### config.mk
export PLATFORM = sky130hd
export DESIGN_NAME = clock_multiplier_control
export DESIGN_NICKNAME = d
export VERILOG_FILES = /design/src/core/clock_multiplier_pkg.sv /design/src/core/output_scaler.sv /design/src/core/clock_multiplier_control.sv
export SDC_FILE = /design/constraint.sdc
export NUM_CORES = 1
export LEC_CHECK = 0
export ABC_AREA = 1
export BUFFER_PORTS_ARGS = -buffer_cell sky130_fd_sc_hd__buf_2
export CORE_MARGIN = 3
export CORE_UTILIZATION = 45
export DETAILED_ROUTE_END_ITERATION = 16
export HOLD_SLACK_MARGIN = 0.05
export MAX_ROUTING_LAYER = met4
export PLACE_DENSITY_LB_ADDON = 0.25
export SYNTH_ARGS = -nofsm -noshare
export SYNTH_HDL_FRONTEND = slang
export SYNTH_SLANG_ARGS = --single-unit
### constraint.sdc
create_clock -name clk_in -period 4 [get_ports clk_in]
set_clock_uncertainty 0.2 [all_clocks]
set_input_delay 0.2 -clock clk_in [delete_from_list [all_inputs] [get_ports clk_in]]
set_output_delay 0.2 -clock clk_in [all_outputs]
set_load 0.1 [all_outputs]
### src/core/clock_multiplier_pkg.sv
// Package: register map, field layouts, timing constants and carrier types
package clock_multiplier_pkg;

	// Register byte addresses on the APB bus
	localparam int          ADDR_W          = 8;
	localparam logic [7:0]  CTRL_ADDR       = 8'h00;
	localparam logic [7:0]  IRQ_STATUS_ADDR = 8'h04;
	localparam logic [7:0]  IRQ_CLEAR_ADDR  = 8'h08;
	localparam logic [7:0]  IRQ_ENABLE_ADDR = 8'h0c;
	localparam logic [7:0]  EXT_OSC_ADDR    = 8'h10;

	// Control register field positions
	localparam int ON_BIT    = 7;
	localparam int INIT_BIT  = 6;
	localparam int LOCK_BIT  = 5;
	localparam int SCALE_HI  = 4;
	localparam int SCALE_LO  = 2;
	localparam int SRC_HI    = 1;
	localparam int SRC_LO    = 0;

	// External oscillator register field positions
	localparam int MODE_HI   = 6;
	localparam int MODE_LO   = 4;
	localparam int FREQ_HI   = 2;
	localparam int FREQ_LO   = 0;

	// Reset values
	localparam logic [7:0] CTRL_RESET    = 8'h00;
	localparam logic [2:0] MODE_RESET    = 3'h0;
	localparam logic [2:0] FREQ_RESET    = 3'h0;
	localparam logic [1:0] IRQ_RESET     = 2'h0;

	// Input select codes
	localparam logic [1:0] SRC_INT_X2    = 2'h0;
	localparam logic [1:0] SRC_EXT_X2    = 2'h1;
	localparam logic [1:0] SRC_INT_ALT   = 2'h2;
	localparam logic [1:0] SRC_EXT_X4    = 2'h3;

	// Scale divisor: output pulses two of every n base periods
	localparam logic [2:0] DIV_UNITY     = 3'h2;
	localparam logic [2:0] SCALE_FIRST_FRAC = 3'h3;

	// External oscillator modes
	localparam logic [2:0] MODE_OFF      = 3'h0;
	localparam logic [2:0] MODE_CMOS     = 3'h2;
	localparam logic [2:0] MODE_CMOS_DIV = 3'h3;
	localparam logic [2:0] MODE_RC       = 3'h4;
	localparam logic [2:0] MODE_CAP      = 3'h5;
	localparam logic [2:0] MODE_XTAL     = 3'h6;
	localparam logic [2:0] MODE_XTAL_DIV = 3'h7;

	// Lock must hold this long before ready is reported
	localparam int CLK_PERIOD_NS   = 50;
	localparam int LOCK_SETTLE_NS  = 1000;
	localparam int LOCK_SETTLE_CYC = (LOCK_SETTLE_NS + CLK_PERIOD_NS - 1) / CLK_PERIOD_NS;
	localparam logic [7:0] SETTLE_LAST = 8'(LOCK_SETTLE_CYC - 1);

	// Interrupt bit positions
	localparam int IRQ_LOCKED_BIT = 0;
	localparam int IRQ_LOST_BIT   = 1;

	// Control register image
	typedef struct packed {
		logic       on;
		logic       init;
		logic       lock;
		logic [2:0] scale;
		logic [1:0] src;
	} ctrl_t;

	// Multiplier drive bundle
	typedef struct packed {
		logic enable;
		logic init;
		logic src_ext;
		logic times4;
	} pll_drive_t;

endpackage

### src/core/output_scaler.sv
// Output scaler: passes two of every n base periods of the multiplier output
module output_scaler
	import clock_multiplier_pkg::*;
(
	input  wire logic       clk_in,
	input  wire logic       rst_b_in,
	input  wire logic       run_in,
	input  wire logic [2:0] divisor_in,
	output logic            scaled_clk_out
);

	logic [2:0] count_q;
	logic [2:0] count_d;
	logic       level_q;
	logic       level_d;
	logic [2:0] high_len;
	logic       wrap;

	// High for floor(n/2) of n; odd n gives uneven duty
	assign high_len = divisor_in >> 1;
	assign wrap     = (count_q >= divisor_in - 3'h1);
	assign count_d  = (!run_in || wrap) ? 3'h0 : count_q + 3'h1;
	assign level_d  = run_in && (count_d < high_len);

	// Phase counter and output level
	always_ff @(posedge clk_in) begin
		if (!rst_b_in) begin
			count_q <= 3'h0;
			level_q <= 1'b0;
		end else begin
			count_q <= count_d;
			level_q <= level_d;
		end
	end

	assign scaled_clk_out = level_q;

endmodule

### src/core/clock_multiplier_control.sv
// Clock multiplier control: APB registers, init sequence, lock tracking and scaling
//
// Local design decisions: the APB register port and the address map.
module clock_multiplier_control
	import clock_multiplier_pkg::*;
(
	input  wire logic              clk_in,
	input  wire logic              rst_b_in,
	input  wire logic              psel_in,
	input  wire logic              penable_in,
	input  wire logic              pwrite_in,
	input  wire logic [ADDR_W-1:0] paddr_in,
	input  wire logic [31:0]       pwdata_in,
	output logic [31:0]            prdata_out,
	output logic                   pready_out,
	output logic                   pslverr_out,
	input  wire logic              pll_lock_in,
	output logic                   pll_enable_out,
	output logic                   pll_init_out,
	output logic                   pll_src_ext_out,
	output logic                   pll_times4_out,
	output logic                   scaled_clk_out,
	output logic                   osc_input_pin_claim_out,
	output logic                   osc_output_pin_claim_out,
	output logic [2:0]             ext_osc_freq_field_out,
	output logic                   irq_out
);

	typedef enum logic [2:0] {
		ST_OFF,
		ST_ARMED,
		ST_INIT,
		ST_WAIT_LOCK,
		ST_READY
	} mul_state_t;

	// Register state
	ctrl_t      ctrl_q;
	ctrl_t      ctrl_d;
	logic [2:0] mode_q;
	logic [2:0] freq_q;
	logic [1:0] irq_status_q;
	logic [1:0] irq_status_d;
	logic [1:0] irq_enable_q;
	logic [31:0] prdata_q;
	logic        pslverr_q;

	// Sequencer state
	mul_state_t  state_q;
	mul_state_t  state_d;
	logic [7:0]  settle_q;
	logic [7:0]  settle_d;
	pll_drive_t  drive_q;
	pll_drive_t  drive_d;

	// Lock input synchroniser
	logic lock_meta_q;
	logic lock_sync_q;

	// Ready edge tracking for interrupt events
	logic ready_prev_q;

	// Bus decode
	logic setup_phase;
	logic access_phase;
	logic wr_en;
	logic hit_ctrl;
	logic hit_status;
	logic hit_clear;
	logic hit_enable;
	logic hit_ext;
	logic addr_ok;
	logic wr_ctrl;
	logic wr_clear;
	logic wr_enable;
	logic wr_ext;
	ctrl_t wr_ctrl_val;

	// Derived behaviour
	logic       is_ready;
	logic       init_reads_one;
	logic       init_req;
	logic       ev_locked;
	logic       ev_lost;
	logic [1:0] irq_set;
	logic [1:0] irq_clr;
	logic [2:0] divisor;
	logic       times4;
	logic       src_ext;
	ctrl_t      ctrl_view;
	logic [7:0] ext_view;
	logic [31:0] rd_mux;

	// APB phase and address decode
	// Status register is read-only: a write to it hits but changes nothing
	assign setup_phase  = psel_in && !penable_in;
	assign access_phase = psel_in && penable_in;
	assign wr_en        = access_phase && pwrite_in && addr_ok;
	assign hit_ctrl     = (paddr_in == CTRL_ADDR);
	assign hit_status   = (paddr_in == IRQ_STATUS_ADDR);
	assign hit_clear    = (paddr_in == IRQ_CLEAR_ADDR);
	assign hit_enable   = (paddr_in == IRQ_ENABLE_ADDR);
	assign hit_ext      = (paddr_in == EXT_OSC_ADDR);
	assign addr_ok      = hit_ctrl || hit_status || hit_clear || hit_enable || hit_ext;
	assign wr_ctrl      = wr_en && hit_ctrl;
	assign wr_clear     = wr_en && hit_clear;
	assign wr_enable    = wr_en && hit_enable;
	assign wr_ext       = wr_en && hit_ext;
	assign wr_ctrl_val  = ctrl_t'(pwdata_in[7:0]);

	// Init only honoured when enable was already set before this write
	// Enable and init in one write is refused; enable must come first
	assign init_req = wr_ctrl && wr_ctrl_val.init && wr_ctrl_val.on && ctrl_q.on;

	// Base select: code 10 runs from the internal source at x2
	assign src_ext = (ctrl_q.src == SRC_EXT_X2) || (ctrl_q.src == SRC_EXT_X4);
	assign times4  = (ctrl_q.src == SRC_EXT_X4);

	// Scale divisor; x2 bases and the low codes pass unscaled
	assign divisor = (!times4 || ctrl_q.scale < SCALE_FIRST_FRAC) ? DIV_UNITY : ctrl_q.scale;

	// Status visible to software
	// Init reads one from the init strobe until enable is cleared
	assign is_ready       = (state_q == ST_READY);
	assign init_reads_one = (state_q == ST_INIT) || (state_q == ST_WAIT_LOCK) || is_ready;

	// Software view of the control register
	always_comb begin
		ctrl_view      = ctrl_q;
		ctrl_view.init = init_reads_one;
		ctrl_view.lock = is_ready;
	end

	// External oscillator register view
	assign ext_view = {1'b0, mode_q, 1'b0, freq_q};

	// Read data select; write-only clear reads zero
	assign rd_mux = hit_ctrl   ? {24'h000000, ctrl_view} :
	                hit_status ? {30'h00000000, irq_status_q} :
	                hit_enable ? {30'h00000000, irq_enable_q} :
	                hit_ext    ? {24'h000000, ext_view} : 32'h00000000;

	// Control register next value; lock bit is never stored
	// Init is a strobe: it starts the sequencer and is not kept
	always_comb begin
		ctrl_d = ctrl_q;
		if (wr_ctrl) begin
			ctrl_d       = wr_ctrl_val;
			ctrl_d.init  = 1'b0;
			ctrl_d.lock  = 1'b0;
		end
	end

	// Control register
	always_ff @(posedge clk_in) begin
		if (!rst_b_in) begin
			ctrl_q <= ctrl_t'(CTRL_RESET);
		end else begin
			ctrl_q <= ctrl_d;
		end
	end

	// External oscillator mode and frequency fields
	always_ff @(posedge clk_in) begin
		if (!rst_b_in) begin
			mode_q <= MODE_RESET;
			freq_q <= FREQ_RESET;
		end else if (wr_ext) begin
			mode_q <= pwdata_in[MODE_HI:MODE_LO];
			freq_q <= pwdata_in[FREQ_HI:FREQ_LO];
		end
	end

	// Read data captured in setup, error flag for unmapped addresses
	// Zero wait states, so read data is fixed at the setup edge
	always_ff @(posedge clk_in) begin
		if (!rst_b_in) begin
			prdata_q  <= 32'h00000000;
			pslverr_q <= 1'b0;
		end else if (setup_phase) begin
			prdata_q  <= pwrite_in ? 32'h00000000 : rd_mux;
			pslverr_q <= !addr_ok;
		end
	end

	assign prdata_out  = prdata_q;
	assign pready_out  = 1'b1;
	assign pslverr_out = pslverr_q && access_phase;

	// Two-stage synchroniser on the lock pin
	// Lock comes from the analog loop with no relation to clk_in
	always_ff @(posedge clk_in) begin
		if (!rst_b_in) begin
			lock_meta_q <= 1'b0;
			lock_sync_q <= 1'b0;
		end else begin
			lock_meta_q <= pll_lock_in;
			lock_sync_q <= lock_meta_q;
		end
	end

	// Enable, init and lock sequencer
	always_comb begin
		state_d  = state_q;
		settle_d = settle_q;
		case (state_q)
			ST_OFF: begin
				if (ctrl_q.on) begin
					state_d = ST_ARMED;
				end
			end
			ST_ARMED: begin
				if (init_req) begin
					state_d = ST_INIT;
				end
			end
			ST_INIT: begin
				settle_d = 8'h00;
				state_d  = ST_WAIT_LOCK;
			end
			// Settle count restarts whenever lock drops
			ST_WAIT_LOCK: begin
				if (!lock_sync_q) begin
					settle_d = 8'h00;
				end else if (settle_q == SETTLE_LAST) begin
					state_d = ST_READY;
				end else begin
					settle_d = settle_q + 8'h01;
				end
			end
			ST_READY: begin
				if (!lock_sync_q) begin
					settle_d = 8'h00;
					state_d  = ST_WAIT_LOCK;
				end
			end
			default: begin
				state_d = ST_OFF;
			end
		endcase
		// Re-init while running restarts the whole sequence
		if (state_q != ST_ARMED && state_q != ST_OFF && init_req) begin
			state_d = ST_INIT;
		end
		// Clearing enable overrides all; ready drops at that edge
		if (!ctrl_d.on) begin
			state_d  = ST_OFF;
			settle_d = 8'h00;
		end
	end

	// Sequencer registers
	always_ff @(posedge clk_in) begin
		if (!rst_b_in) begin
			state_q  <= ST_OFF;
			settle_q <= 8'h00;
		end else begin
			state_q  <= state_d;
			settle_q <= settle_d;
		end
	end

	// Drive to the analog multiplier
	// INIT lasts one cycle, so the init output is a one-cycle pulse
	always_comb begin
		drive_d         = '0;
		drive_d.enable  = ctrl_q.on;
		drive_d.init    = (state_q == ST_INIT);
		drive_d.src_ext = src_ext;
		drive_d.times4  = times4;
	end

	// Registered multiplier drive
	always_ff @(posedge clk_in) begin
		if (!rst_b_in) begin
			drive_q <= '0;
		end else begin
			drive_q <= drive_d;
		end
	end

	// All four drive lines change together, one cycle after the register
	assign pll_enable_out  = drive_q.enable;
	assign pll_init_out    = drive_q.init;
	assign pll_src_ext_out = drive_q.src_ext;
	assign pll_times4_out  = drive_q.times4;

	// Scaled output runs only while ready
	// A divisor change to at or below the current count wraps the phase counter at once
	output_scaler u_scaler (
		.clk_in         (clk_in),
		.rst_b_in       (rst_b_in),
		.run_in         (is_ready),
		.divisor_in     (divisor),
		.scaled_clk_out (scaled_clk_out)
	);

	// Oscillator pin ownership by mode
	// Claims follow the mode field directly so pins change with the write
	assign osc_input_pin_claim_out  = (mode_q == MODE_XTAL) || (mode_q == MODE_XTAL_DIV);
	assign osc_output_pin_claim_out = (mode_q != MODE_OFF);
	assign ext_osc_freq_field_out   = freq_q;

	// Ready edges raise interrupt events
	// Losing ready, by lock loss or disable, is an event too
	assign ev_locked = is_ready && !ready_prev_q;
	assign ev_lost   = !is_ready && ready_prev_q;
	assign irq_set   = {ev_lost, ev_locked};
	assign irq_clr   = wr_clear ? pwdata_in[1:0] : 2'h0;
	// Clear register is write-one-to-clear; zeros leave bits alone
	// Set wins over a simultaneous clear
	assign irq_status_d = (irq_status_q & ~irq_clr) | irq_set;

	// Interrupt status, enable and ready history
	always_ff @(posedge clk_in) begin
		if (!rst_b_in) begin
			irq_status_q <= IRQ_RESET;
			irq_enable_q <= IRQ_RESET;
			ready_prev_q <= 1'b0;
		end else begin
			irq_status_q <= irq_status_d;
			ready_prev_q <= is_ready;
			if (wr_enable) begin
				irq_enable_q <= pwdata_in[1:0];
			end
		end
	end

	assign irq_out = |(irq_status_q & irq_enable_q);

endmodule

* Word level (Yosys, flattened, before mapping) *
Cells that the tools add are included.

storage, ports and cells
  logic and storage cells = 121
  bits in registers = 71
  output and inout port bits = 45

operators by class
  $lt $le $gt $ge = 3
  reductions and logical operators = 43
  bitwise gates (word level) = 6
  eq/ne operators = 25
  $add $sub $neg = 3
  muxes and demuxes = 20

operators by type and width
  operator                                                               count
  8-bit two-way mux                                                      6
  8-bit one-hot mux with 3 select lines                                  1
  3-bit two-way mux                                                      7
  7-bit two-way mux                                                      3
  1-bit logical AND                                                      17
  8-bit by 4-bit equality test with 1-bit output, second input constant  2
  8-bit by 5-bit equality test with 1-bit output, second input constant  2
  3-bit one-hot mux with 5 select lines                                  1
  1-bit logical OR                                                       10
  5-bit AND reduction                                                    2
  3-bit equality test, second input constant                             3
  3-bit != test, second input constant                                   3
  3-bit nonzero test                                                     3
  8-bit by 1-bit adder with 8-bit output, second input constant          1
  8-bit by 3-bit equality test with 1-bit output, second input constant  1
  8-bit logical NOT                                                      1
  2-bit != test, second input constant                                   4
  3-bit by 2-bit equality test with 1-bit output, second input constant  2
  3-bit by 1-bit != test with 1-bit output, second input constant        2
  3-bit by 2-bit != test with 1-bit output, second input constant        2
  1-bit logical NOT                                                      5
  2-bit AND                                                              2
  2-bit two-way mux                                                      2
  3-bit by 1-bit adder with 3-bit output, second input constant          1
  16 further kinds                                                       17

* Depth between registers and ports, before layout *
Gate-level depths: netlist (run 1).

  word-level depth = 13
  depth in mapped cells = 17
  depth with buffers taken out = 17

* Hierarchy *
Synthesis (run 1) repeated with hierarchy kept, for this count alone.

second synthesis, totals
  cells, all modules = 393
  area total of the unflattened synthesis = 2795.2 um2

by module, submodules not included
  module                    area each (um2)  instances  cells an instance  seq. area each (um2)
  clock_multiplier_control  2472.4           1          351                860.8
  output_scaler             322.8            1          42                 80.1

* Least setup slack after synthesis (run 1) *
No wires, ideal clock.

  path type = reg-to-reg
  from = register ctrl_q[0] (netlist name)
  to = register u_scaler.level_q, in the netlist u_scaler.scaled_clk_out
  library setup time = 0.070 ns
  stages on the path, launching flop included = 16
  data required time = 3.730 ns
  data arrival time = 1.942 ns
  buffers on the path = 0
  setup slack = 1.788 ns
  cells stage by stage = dfxtp_1 > nand2_1 > inv_1 > nand2_1 > nor2_1 > ha_1 > ha_1 > nand2_1 > nand2_1 > nand2_1 > nand2_1 > nor2_1 > inv_1 > nor2_1 > ha_1 > a21oi_1

on the way
  longest elaborated chain between the ends = 10

ends and longest elaborated chain
  element                                        RTL line                         RTL
  from (decl)                                    clock_multiplier_control.sv:38   ctrl_t ctrl_q;
  from (signal assigned)                         clock_multiplier_control.sv:157  ctrl_q <= ctrl_t'(CTRL_RESET);
  from (signal assigned)                         clock_multiplier_control.sv:159  ctrl_q <= ctrl_d;
  2-bit equality test                            clock_multiplier_control.sv:117  assign times4 = (ctrl_q.src == SRC_EXT_X4);
  1-bit logical NOT                              clock_multiplier_control.sv:120  assign divisor = (!times4 || ctrl_q.scale < SCALE_FIRST_FRAC) ? DIV_UNITY : ctrl_q.scale;
  1-bit logical OR                               clock_multiplier_control.sv:120
  3-bit two-way mux                              clock_multiplier_control.sv:120
  3-bit by 1-bit subtractor with 3-bit output    output_scaler.sv:21              assign wrap = (count_q >= divisor_in - 3'h1);
  3-bit greater-or-equal comparator              output_scaler.sv:21
  1-bit logical OR                               output_scaler.sv:22              assign count_d = (!run_in || wrap) ? 3'h0 : count_q + 3'h1;
  3-bit two-way mux                              output_scaler.sv:22
  named net u_scaler.count_d[1]                  output_scaler.sv:13              logic [2:0] count_d;
  3-bit by 2-bit < comparator with 1-bit output  output_scaler.sv:23              assign level_d = run_in && (count_d < high_len);
  1-bit logical AND                              output_scaler.sv:23
  to (signal assigned)                           output_scaler.sv:32              level_q <= level_d;
  to (decl)                                      output_scaler.sv:14              logic level_q;

The timed path passes the listed nets, and every way through them passes these cells.
A chain may end at the register's enable or synchronous reset.

* Final worst setup path (run 1) *
  from = register ctrl_q[1] (netlist name)
  to = register u_scaler.level_q, in the netlist u_scaler.scaled_clk_out

Same word-level chain as after synthesis.

==> run_results.csv, run 1 <==
group,metric,value,unit
outcome,outcome,"completed",
layout,n_fill_cell,580,
cts,cts_buffers,5,
critical_path,path_buf_inv,3,
critical_path,slowest_delay,370,ps
floorplanning,die_w,82.7,um
placement,hpwlAfterDp,4.30,mm
synthesis,synth_edf_count,0,
synthesis,synthesis.area,2640,sq um
synthesis,synth_mux_area_share,0,%
cts,cts_buffer_depth,2,
placement,dpl_cell_area,2820,sq um
cts,clk_latency,310,ps
placement,dp.cells,484,
min_path,hp-class,"primary input to register",
global_route,grt_usage,19.7,%
synthesis,ys_ff_latch,47,
critical_path,required,4040,ps
floorplanning,start_util,47.1,%
synthesis,yosys.area.top_type,"dfxtp_1",
cts,cts_resized,0,
routing,vias,2426,
layout,fin_util,54.6,%
sta,setup-tns-final,0,ps
layout,fin_cells,504,
synthesis,synth_common_cells,"65 x nand2_1, 54 x inv_1, 47 x dfxtp_1",
cts,cts-root-buf,"clkbuf_8",
layout,drive_above_1_share,17.6,%
sta,timing.fmax,404,MHz
synthesis,avgSynthCellArea,7.01,sq um
critical_path,path_common_cell,"nand2_1",
floorplanning,die_h,82.7,um
sta,fin_crit_sh,61.8,%
routing,drcViolationCount,0,
sta,tightest_slew,745,ps
synthesis,synth_cells,377,
synthesis,ys_types,37,
layout,area_growth,15.7,%
sta,max_slew_margin,50.3,%
layout,final_cell_area,3060,sq um
global_route,grt_max_degree,23,
pwr,power_frac_clock,37.4,%
pwr,p_leak,1.46,nW
synthesis,netlist_top_cells_area,"dfxtp_1 36%, nand2_1 9.2%, inv_1 7.7%",
routing,drtPass1Iterations,4,
routing,via_per_inst,4.81,
synthesis,netlist.area_leader.share,35.6,%
floorplanning,io_pins,91,
synthesis,synth_top_family_by_area,"simple AND/OR/NAND/NOR gates",
floorplanning,die_area,6830,sq um
synthesis,yosysSeqAreaShare,35.6,%
pwr,internal_power,0.692,mW
routing,drt_iter0_drc,119,
critical_path,cp_top_family,"adder cells",
synthesis,synth.most_common_cell,"nand2_1",
pwr,pwr-share-seq,47.2,%
placement,port_buffers,41,
critical_path,critPathKind,"register to register",
critical_path,path_max_fanout,4,
synthesis,async_flop_share,0,%
sta,rsz0062_at_grt,"false",
run,max_cap_viol_count,0,
sta,setup-violations-final,0,
sta,period_needed,2470,ps
critical_path,critPathCaptureType,"register",
synthesis,yosysWarnings,0,
synthesis,synthXorXnorAreaFrac,0.994,%
routing,post_drt_wl_per_cell,11.5,um
pwr,power.switching,0.305,mW
routing,ant_nets,0,
sta,hold_violations,0,
global_route,antenna_found_initial,0,
layout,diodes,0,
critical_path,startpoint_type,"register",
global_route,grt_pass1_vias,2281,
cts,clock-sinks,47,
pwr,swShare,30.6,%
cts,cts_tree,"yes",
pwr,ir_drop,0.136,mV
placement,gp_congestion,0.903,
layout,final_nets,484,
sta,drv_slew,0,
floorplanning,row_count,27,
layout,multiInputGateArea,1360,sq um
floorplanning,core,5610,sq um
cts,clk_pin_slew_worst_paths,90,ps
critical_path,slowest_stage,"dfxtp_1",
critical_path,worstPathArrival,2510,ps
critical_path,crit_chain,"nand2_1, inv_1, nand2_1, nor2_1, ha_1, xnor2_1, inv_1, ha_1, nand2_1, nand2_1, nor2_1, inv_1, nor2_1, ha_1, a21oi_1",
synthesis,synth_flop_cell,"dfxtp_1",
cts,h-tree-depth,2,
global_route,grt_pass1_wl,10.0,mm
layout,seqCellArea,941,sq um
routing,wl,5.78,mm
synthesis,synth-adder-area-share,3.31,%
synthesis,synth_compound_area_share,11.0,%
pwr,power_density,326,nW/um^2
pwr,p_comb_share,15.4,%
synthesis,synthSimpleGateAreaFrac,32.4,%
global_route,overflow,0,
## worst register-to-register path, stage by stage (launching register included)
cell     delay [ps]
dfxtp_1         370
nand2_1          80
inv_1            70
nand2_1          90
nor2_1          150
ha_1            180
xnor2_1         130
inv_1            60
ha_1            270
nand2_1          70
nand2_1          40
nor2_1          120
inv_1           100
nor2_1          100
ha_1            240
a21oi_1         150
## metal layers
layer,vias to the layer above,GRT usage [%],routed length [um]
li1,1265,-,-
met3,14,3.15,247
met5,-,-,0
met4,0,9.80,137
met1,1081,24.5,2740
met2,66,31.0,2650
## state kept, by name (all words and copies together) (netlist names)
signal                   count
state_q                      3
ctrl_q                       6
prdata_out                   8
u_scaler.scaled_clk_out      1
settle_q                     8
lock_sync_q                  1
u_scaler.count_q             3
pll_times4_out               1
irq_status_q                 2
irq_enable_q                 2
pll_init_out                 1
pslverr_q                    1
ready_prev_q                 1
pll_enable_out               1
mode_q                       3
lock_meta_q                  1
pll_src_ext_out              1
ext_osc_freq_field_out       3
## final timing paths
path	from	to	slack, ps	cells after the start
max	ctrl_q[1]	u_scaler.scaled_clk_out	1530	15
min	psel_in	pslverr_q	80	4
max reg2reg	ctrl_q[1]	u_scaler.scaled_clk_out	1530	15
min reg2reg	lock_meta_q	lock_sync_q	230	2
## repair_timing
item / 4_1_cts / 5_1_grt
buffers inserted: 0 / 0
hold buffers: 12 / 0
setup endpoints to repair: 0 / 0
endpoints found under the hold margin: 15 / 0
## area by class of cell
class | instances | share of cell area (%)
well taps | 72 | 2.94
multi-input cells | 264 | 44.3
inverters | 60 | 7.53
clock buffers | 6 | 2.70
flip-flops and latches | 47 | 30.8
repair buffers | 53 | 10.6
clock inverters | 2 | 1.15
## power by group through the flow
stage	clock network (mW)	logic [mW]	registers, mW
after floorplan	0	0.143	0.481
after global placement	0	0.143	0.481
after detailed placement	0	0.144	0.481
after CTS	0.377	0.153	0.470
after global routing	0.398	0.163	0.471
final	0.373	0.154	0.470
## logic make-up after synthesis
group / Yosys count
other: 2
DFF: 47
xor gates and xnor gates: 3
and+or+nand+nor: 179
AOI/OAI and AO/OA: 50
buffers and inverters: 89
adders and majority gates: 7
## cells in the final DEF (no fill, tap or decap), types with 7 or more instances in the layout
cell type and instances:
o21ai_0 12, dlygate4sd3_1 12, ha_1 7, inv_1 54, conb_1 25, nand2_1 65
nand3_1 22, nand4_1 8, a21oi_1 24, buf_2 41, dfxtp_1 47, nor3_1 18
nor2_1 43
## per-stage QoR
step           hold WS [ps]  power, mW  setup slack [ps]
2_1_floorplan          97.6      0.625              1790
3_3_place_gp            187      0.625              1570
3_5_place_dp            208      0.626              1520
4_1_cts                72.4       1.00              1490
5_1_grt                 111       1.03              1290
6_report               79.2      0.997              1530
Note: power is estimated with default switching activity, not from simulation.
==> inputs of run 2 (changes only) <==
--- a/config.mk
+++ b/config.mk
@@ -5,7 +5,7 @@
 export SDC_FILE = /design/constraint.sdc
 export NUM_CORES = 1
 export LEC_CHECK = 0
-export ABC_AREA = 1
+export ABC_AREA = 0
 export BUFFER_PORTS_ARGS = -buffer_cell sky130_fd_sc_hd__buf_2
 export CORE_MARGIN = 3
 export CORE_UTILIZATION = 45
==> constraint.sdc (replaced) <==
create_clock -name clk_in -period 2.4 [get_ports clk_in]
set_clock_uncertainty 0.2 [all_clocks]
set_input_delay 0.12 -clock clk_in [delete_from_list [all_inputs] [get_ports clk_in]]
set_output_delay 0.12 -clock clk_in [all_outputs]
set_load 0.1 [all_outputs]
==> run_results.csv, run 2 <==
group,metric,value,unit
sta,drv_slew,0,
sta,fin_crit_sh,102,%
synthesis,async_flop_share,0,%
placement,gp_congestion,0.889,
global_route,antenna_found_initial,0,
cts,clock-sinks,47,
synthesis,netlist_top_cells_area,"dfxtp_1 39%, buf_4 7.8%, mux2i_1 6.3%",
floorplanning,start_util,48.5,%
layout,drive_above_1_share,26.5,%
global_route,grt_max_degree,20,
critical_path,worstPathArrival,2480,ps
layout,final_common_cell,"buf_2",
min_path,hold-path-cell-count,3,
synthesis,avgSynthCellArea,9.14,sq um
outcome,outcome,"complete, but fails checks",
sta,hold_violations,0,
critical_path,slowest_delay,390,ps
cts,cts-root-buf,"clkbuf_8",
min_path,hp-class,"primary input to register",
outcome,violations,"setup timing",
synthesis,yosysWarnings,0,
routing,via_per_inst,4.90,
layout,final_cell_mix,"41 x buf_2, 39 x dfxtp_1, 25 x conb_1",
cts,clk_pin_slew_worst_paths,80,ps
critical_path,path_max_fanout,3,
global_route,grt_pass1_vias,1859,
critical_path,required,2440,ps
sta,rsz0062_at_grt,"true",
critical_path,startpoint_type,"register",
synthesis,netlist.area_leader.share,39.3,%
placement,port_buffers,41,
floorplanning,core,4940,sq um
pwr,internal_power,1.05,mW
placement,post-place-ws,-88.2,ps
synthesis,synth_edf_count,0,
synthesis,synth.most_common_cell,"dfxtp_1",
run,max_cap_viol_count,0,
pwr,power.switching,0.471,mW
synthesis,ys_types,48,
critical_path,reg2reg_depth,11,
global_route,grt_pass1_wl,8.63,mm
routing,drt_iter0_drc,82,
pwr,swShare,31.0,%
routing,drtPass1Iterations,4,
layout,final_nets,389,
global_route,grt_usage,18.1,%
floorplanning,die_w,79.0,um
pwr,pwr-share-seq,51.4,%
critical_path,crit_chain,"nand3_4, nor2_4, ha_4, ha_4, a21o_1, a21oi_2, and3_1, ha_1, and3_1, o21ai_1, and4b_1",
sta,timing.fmax,410,MHz
pwr,ir_drop,0.273,mV
cts,h-tree-depth,2,
synthesis,ys_ff_latch,47,
critical_path,cp_top_family,"simple AND/OR/NAND/NOR gates",
cts,cts_buffer_depth,2,
floorplanning,io_pins,91,
synthesis,synth_common_cells,"47 x dfxtp_1, 25 x buf_4, 21 x nor2b_1",
placement,dpl_cell_area,2700,sq um
cts,cts_buffers,5,
floorplanning,row_count,25,
routing,ant_nets,0,
pwr,p_leak,1.29,nW
critical_path,critPathKind,"register to register",
synthesis,yosysSeqAreaShare,39.3,%
layout,diodes,0,
routing,drcViolationCount,0,
layout,area_growth,26.8,%
synthesis,synth_flop_cell,"dfxtp_1",
critical_path,slowest_stage,"dfxtp_4",
sta,period_needed,2440,ps
synthesis,synth_cells,262,
floorplanning,die_h,79.0,um
routing,vias,1974,
placement,hpwlAfterDp,3.76,mm
global_route,overflow,0,
sta,setup_ws,-39.3,ps
cts,cts_tree,"yes",
cts,clk_latency,290,ps
pwr,power_frac_clock,31.8,%
critical_path,crit_cells,11,
synthesis,yosys.area.top_type,"dfxtp_1",
pwr,p_comb_share,16.9,%
sta,setup-violations-final,1,
floorplanning,die_area,6230,sq um
routing,wl,5.28,mm
layout,final_cell_area,3040,sq um
pwr,power_density,500,nW/um^2
critical_path,path_buf_inv,0,
routing,post_drt_wl_per_cell,13.1,um
critical_path,critPathCaptureType,"register",
synthesis,synthesis.area,2390,sq um
[run 2: cell types whose count changed after synthesis, moves of 9 or more]
cell,change
a21oi_1,-16
and2_1,+9
inv_1,-49
mux2i_1,+15
nand2_1,-53
nand3_1,-17
nor2_1,-29
nor2b_1,+21
nor3_1,-16
[run 2: area by class of cell]
cell class / count / area [sq um]
inverter: 6 / 22.5
tap: 67 / 83.8
clock inverter: 1 / 5.00
sequential: 47 / 958
clock buffer: 6 / 82.6
timing repair buffer: 78 / 523
multi-input combinational: 198 / 1360
fill: 456 / 1910
[run 2: tightest hold or removal path: stages]
cell and delay [ps]:
buf_2 140, o21ai_0 160, a31oi_1 80
[run 2: kinds of logic (layout without fill, tap and decap cells)]
family | count (synthesis) | count (layout) | synth area share (%)
buffers and inverters | 40 | 91 | 10.2
AOI/OAI and AO/OA | 43 | 43 | 12.6
and+or+nand+nor | 99 | 99 | 24.3
other | 2 | 25 | 0.314
xor gates and xnor gates | 9 | 9 | 3.29
DFF | 47 | 47 | 39.3
adders and majority gates | 7 | 7 | 3.66
muxes | 15 | 15 | 6.27
[run 2: repair_timing]
action / in CTS / in global routing
endpoints found under the setup margin: 1 / 2
hold buffers: 16 / 0
pin swaps: 7 / 6
gates resized for setup: 2 / 12
endpoints found under the hold margin: 29 / 0
buffers inserted: 3 / 1
[run 2: final timing paths]
check / from / to / slack [ps]
max reg2reg: ctrl_q[0] / u_scaler.scaled_clk_out / -40
max: ctrl_q[0] / u_scaler.scaled_clk_out / -40
min: paddr_in[2] / pslverr_q / 60
min reg2reg: lock_meta_q / lock_sync_q / 240
[run 2: metrics by stage]
step	instances	setup TNS, ps	power (mW)	util (%)	hold WS (ps)
global route	403	-149	1.58	61.4	58.2
detailed placement	376	-88.2	1.04	54.6	135
CTS	402	-83.1	1.54	60.2	52.8
floorplan	285	-49.5	1.04	-	36.6
global placement	376	-53.3	1.04	54.6	131
finish	403	-39.3	1.52	61.4	58.8
[run 2: power groups by stage]
stage / Combinational [mW] / Clock [mW] / Sequential, mW
floorplan: 0.235 / 0 / 0.801
global placement: 0.236 / 0 / 0.803
detailed placement: 0.236 / 0 / 0.803
CTS: 0.255 / 0.497 / 0.784
global route: 0.267 / 0.527 / 0.781
finish: 0.256 / 0.482 / 0.781
[run 2: metal layers]
layer  part of all wire [%]  track usage, %  wire (um)  vias to the layer above
met1                     45            23.3       2380                      887
met4                    1.3            7.56         70                        0
met5                      0               -          0                        -
met3                    5.5            3.17        290                        8
met2                     48            28.3       2540                       67
li1                       -               -          -                     1012
==> inputs of run 3 (changes only) <==
--- a/config.mk
+++ b/config.mk
@@ -11,7 +11,6 @@
 export CORE_UTILIZATION = 45
 export DETAILED_ROUTE_END_ITERATION = 16
 export HOLD_SLACK_MARGIN = 0.05
-export MAX_ROUTING_LAYER = met4
 export PLACE_DENSITY_LB_ADDON = 0.25
 export SYNTH_ARGS = -nofsm -noshare
 export SYNTH_HDL_FRONTEND = slang
==> run_results.csv, run 3 (synthesized netlist as in run 2, its figures left out) <==
group,metric,value,unit
pwr,power_frac_clock,31.8,%
routing,ant_nets,0,
pwr,power_density,501,nW/um^2
pwr,p_leak,1.29,nW
layout,final_nets,389,
outcome,outcome,"complete, but fails checks",
min_path,hp-class,"primary input to register",
sta,hold_violations,0,
global_route,overflow,0,
pwr,swShare,31.0,%
cts,clock-sinks,47,
routing,post_drt_wl_per_cell,13.1,um
cts,clk_latency,290,ps
sta,timing.hold.ws,57.6,ps
placement,gp_congestion,0.875,
critical_path,startpoint_type,"register",
pwr,power.switching,0.472,mW
cts,cts_tree,"yes",
sta,setup-violations-final,1,
pwr,internal_power,1.05,mW
pwr,p_comb_share,16.9,%
placement,port_buffers,41,
floorplanning,die_h,79.0,um
run,max_cap_viol_count,0,
sta,fin_crit_sh,102,%
global_route,grt_max_degree,20,
placement,post-place-ws,-88.2,ps
critical_path,critPathKind,"register to register",
pwr,power.total,1.52,mW
routing,vias,1956,
outcome,violations,"setup timing",
global_route,antenna_found_initial,0,
routing,wl,5.29,mm
layout,diodes,0,
floorplanning,row_count,25,
layout,final_common_cell,"buf_2",
layout,seqCellArea,958,sq um
critical_path,path_max_fanout,3,
critical_path,startpoint,"ctrl_q[0]",
cts,cts_buffers,5,
layout,area_growth,26.8,%
sta,rsz0062_at_grt,"true",
global_route,grt_pass1_vias,1859,
routing,drcViolationCount,0,
cts,cts-root-buf,"clkbuf_8",
critical_path,required,2440,ps
critical_path,worstPathArrival,2480,ps
critical_path,critPathCaptureType,"register",
layout,final_cell_mix,"41 x buf_2, 39 x dfxtp_1, 25 x conb_1",
pwr,ir_drop,0.274,mV
critical_path,worstReg2RegStart,"ctrl_q[0]",
floorplanning,start_util,48.5,%
floorplanning,die_w,79.0,um
routing,drt_iter0_drc,61,
layout,drive_above_1_share,26.5,%
sta,timing.fmax,410,MHz
sta,drv_slew,0,
global_route,grt_usage,17.6,%
layout,n_fill_cell,456,
cts,h-tree-depth,2,
cts,cts_buffer_depth,2,
routing,drtPass1Iterations,4,
placement,hpwlAfterDp,3.76,mm
min_path,worstHoldStart,"paddr_in[2]",
floorplanning,io_pins,91,
floorplanning,die_area,6230,sq um
pwr,pwr-share-seq,51.3,%
routing,via_per_inst,4.85,
sta,period_needed,2440,ps
sta,setup_ws,-39.8,ps
cts,clk_pin_slew_worst_paths,80,ps
floorplanning,core,4940,sq um
global_route,grt_pass1_wl,8.62,mm
layout,multiInputGateArea,1360,sq um
-- run 3: cell counts in the layout (fill, tap and decap cells not counted) --
Identical to the previous run, type by type.
-- run 3: final cells by class --
cell class	instances	share of cell area, %
Multi-Input combinational cell	198	44.8
Sequential cell	47	31.6
Timing Repair Buffer	78	17.2
Tap cell	67	2.76
Clock buffer	6	2.72
Inverter	6	0.742
Clock inverter	1	0.165
-- run 3: worst paths after layout --
kind / cells after the start / end / slack [ps]
min reg2reg: 1 / lock_sync_q / 240
min: 3 / pslverr_q / 60
max reg2reg: 11 / u_scaler.scaled_clk_out / -40
max: 11 / u_scaler.scaled_clk_out / -40
-- run 3: stage by stage --
| stage | cells | TNS, ps | utilization, % | area (sq um) |
|---|---|---|---|---|
| after floorplan | 285 | -49.5 | - | 2500 |
| after global placement | 376 | -53.3 | 54.6 | 2700 |
| after detailed placement | 376 | -88.2 | 54.6 | 2700 |
| after CTS | 402 | -83.1 | 60.2 | 2970 |
| after global routing | 403 | -149 | 61.4 | 3040 |
| final | 403 | -39.8 | 61.4 | 3040 |
-- run 3: critical path, cell delays in order, from the launching register on --
cell     delay (ps)
dfxtp_4         390
nand3_4          80
nor2_4          140
ha_4            220
ha_4            230
a21o_1          180
a21oi_2         130
and3_1          160
ha_1            230
and3_1          140
o21ai_1         100
and4b_1         190
-- run 3: repair_timing --
action,4_1_cts,5_1_grt
buffers inserted,3,1
hold endpoints to repair,29,0
endpoints found under the setup margin,1,2
hold buffers,16,0
resized for setup,2,12
pin swaps,7,6
-- run 3: routing by layer --
metal  vias to the layer above  track usage, %  part of all wire [%]
met5                         -               0                     0
met2                        62            28.3                    48
met3                         6            3.17                   4.6
li1                       1013               -                     -
met1                       875            23.2                    46
met4                         0            7.56                   1.3
-- run 3: power by group through the flow --
stage	Clock (mW)	Combinational, mW	Sequential (mW)
6_report	0.484	0.256	0.781
5_1_grt	0.527	0.267	0.781
4_1_cts	0.497	0.255	0.784
3_5_place_dp	0	0.236	0.803
3_3_place_gp	0	0.236	0.803
2_1_floorplan	0	0.235	0.801
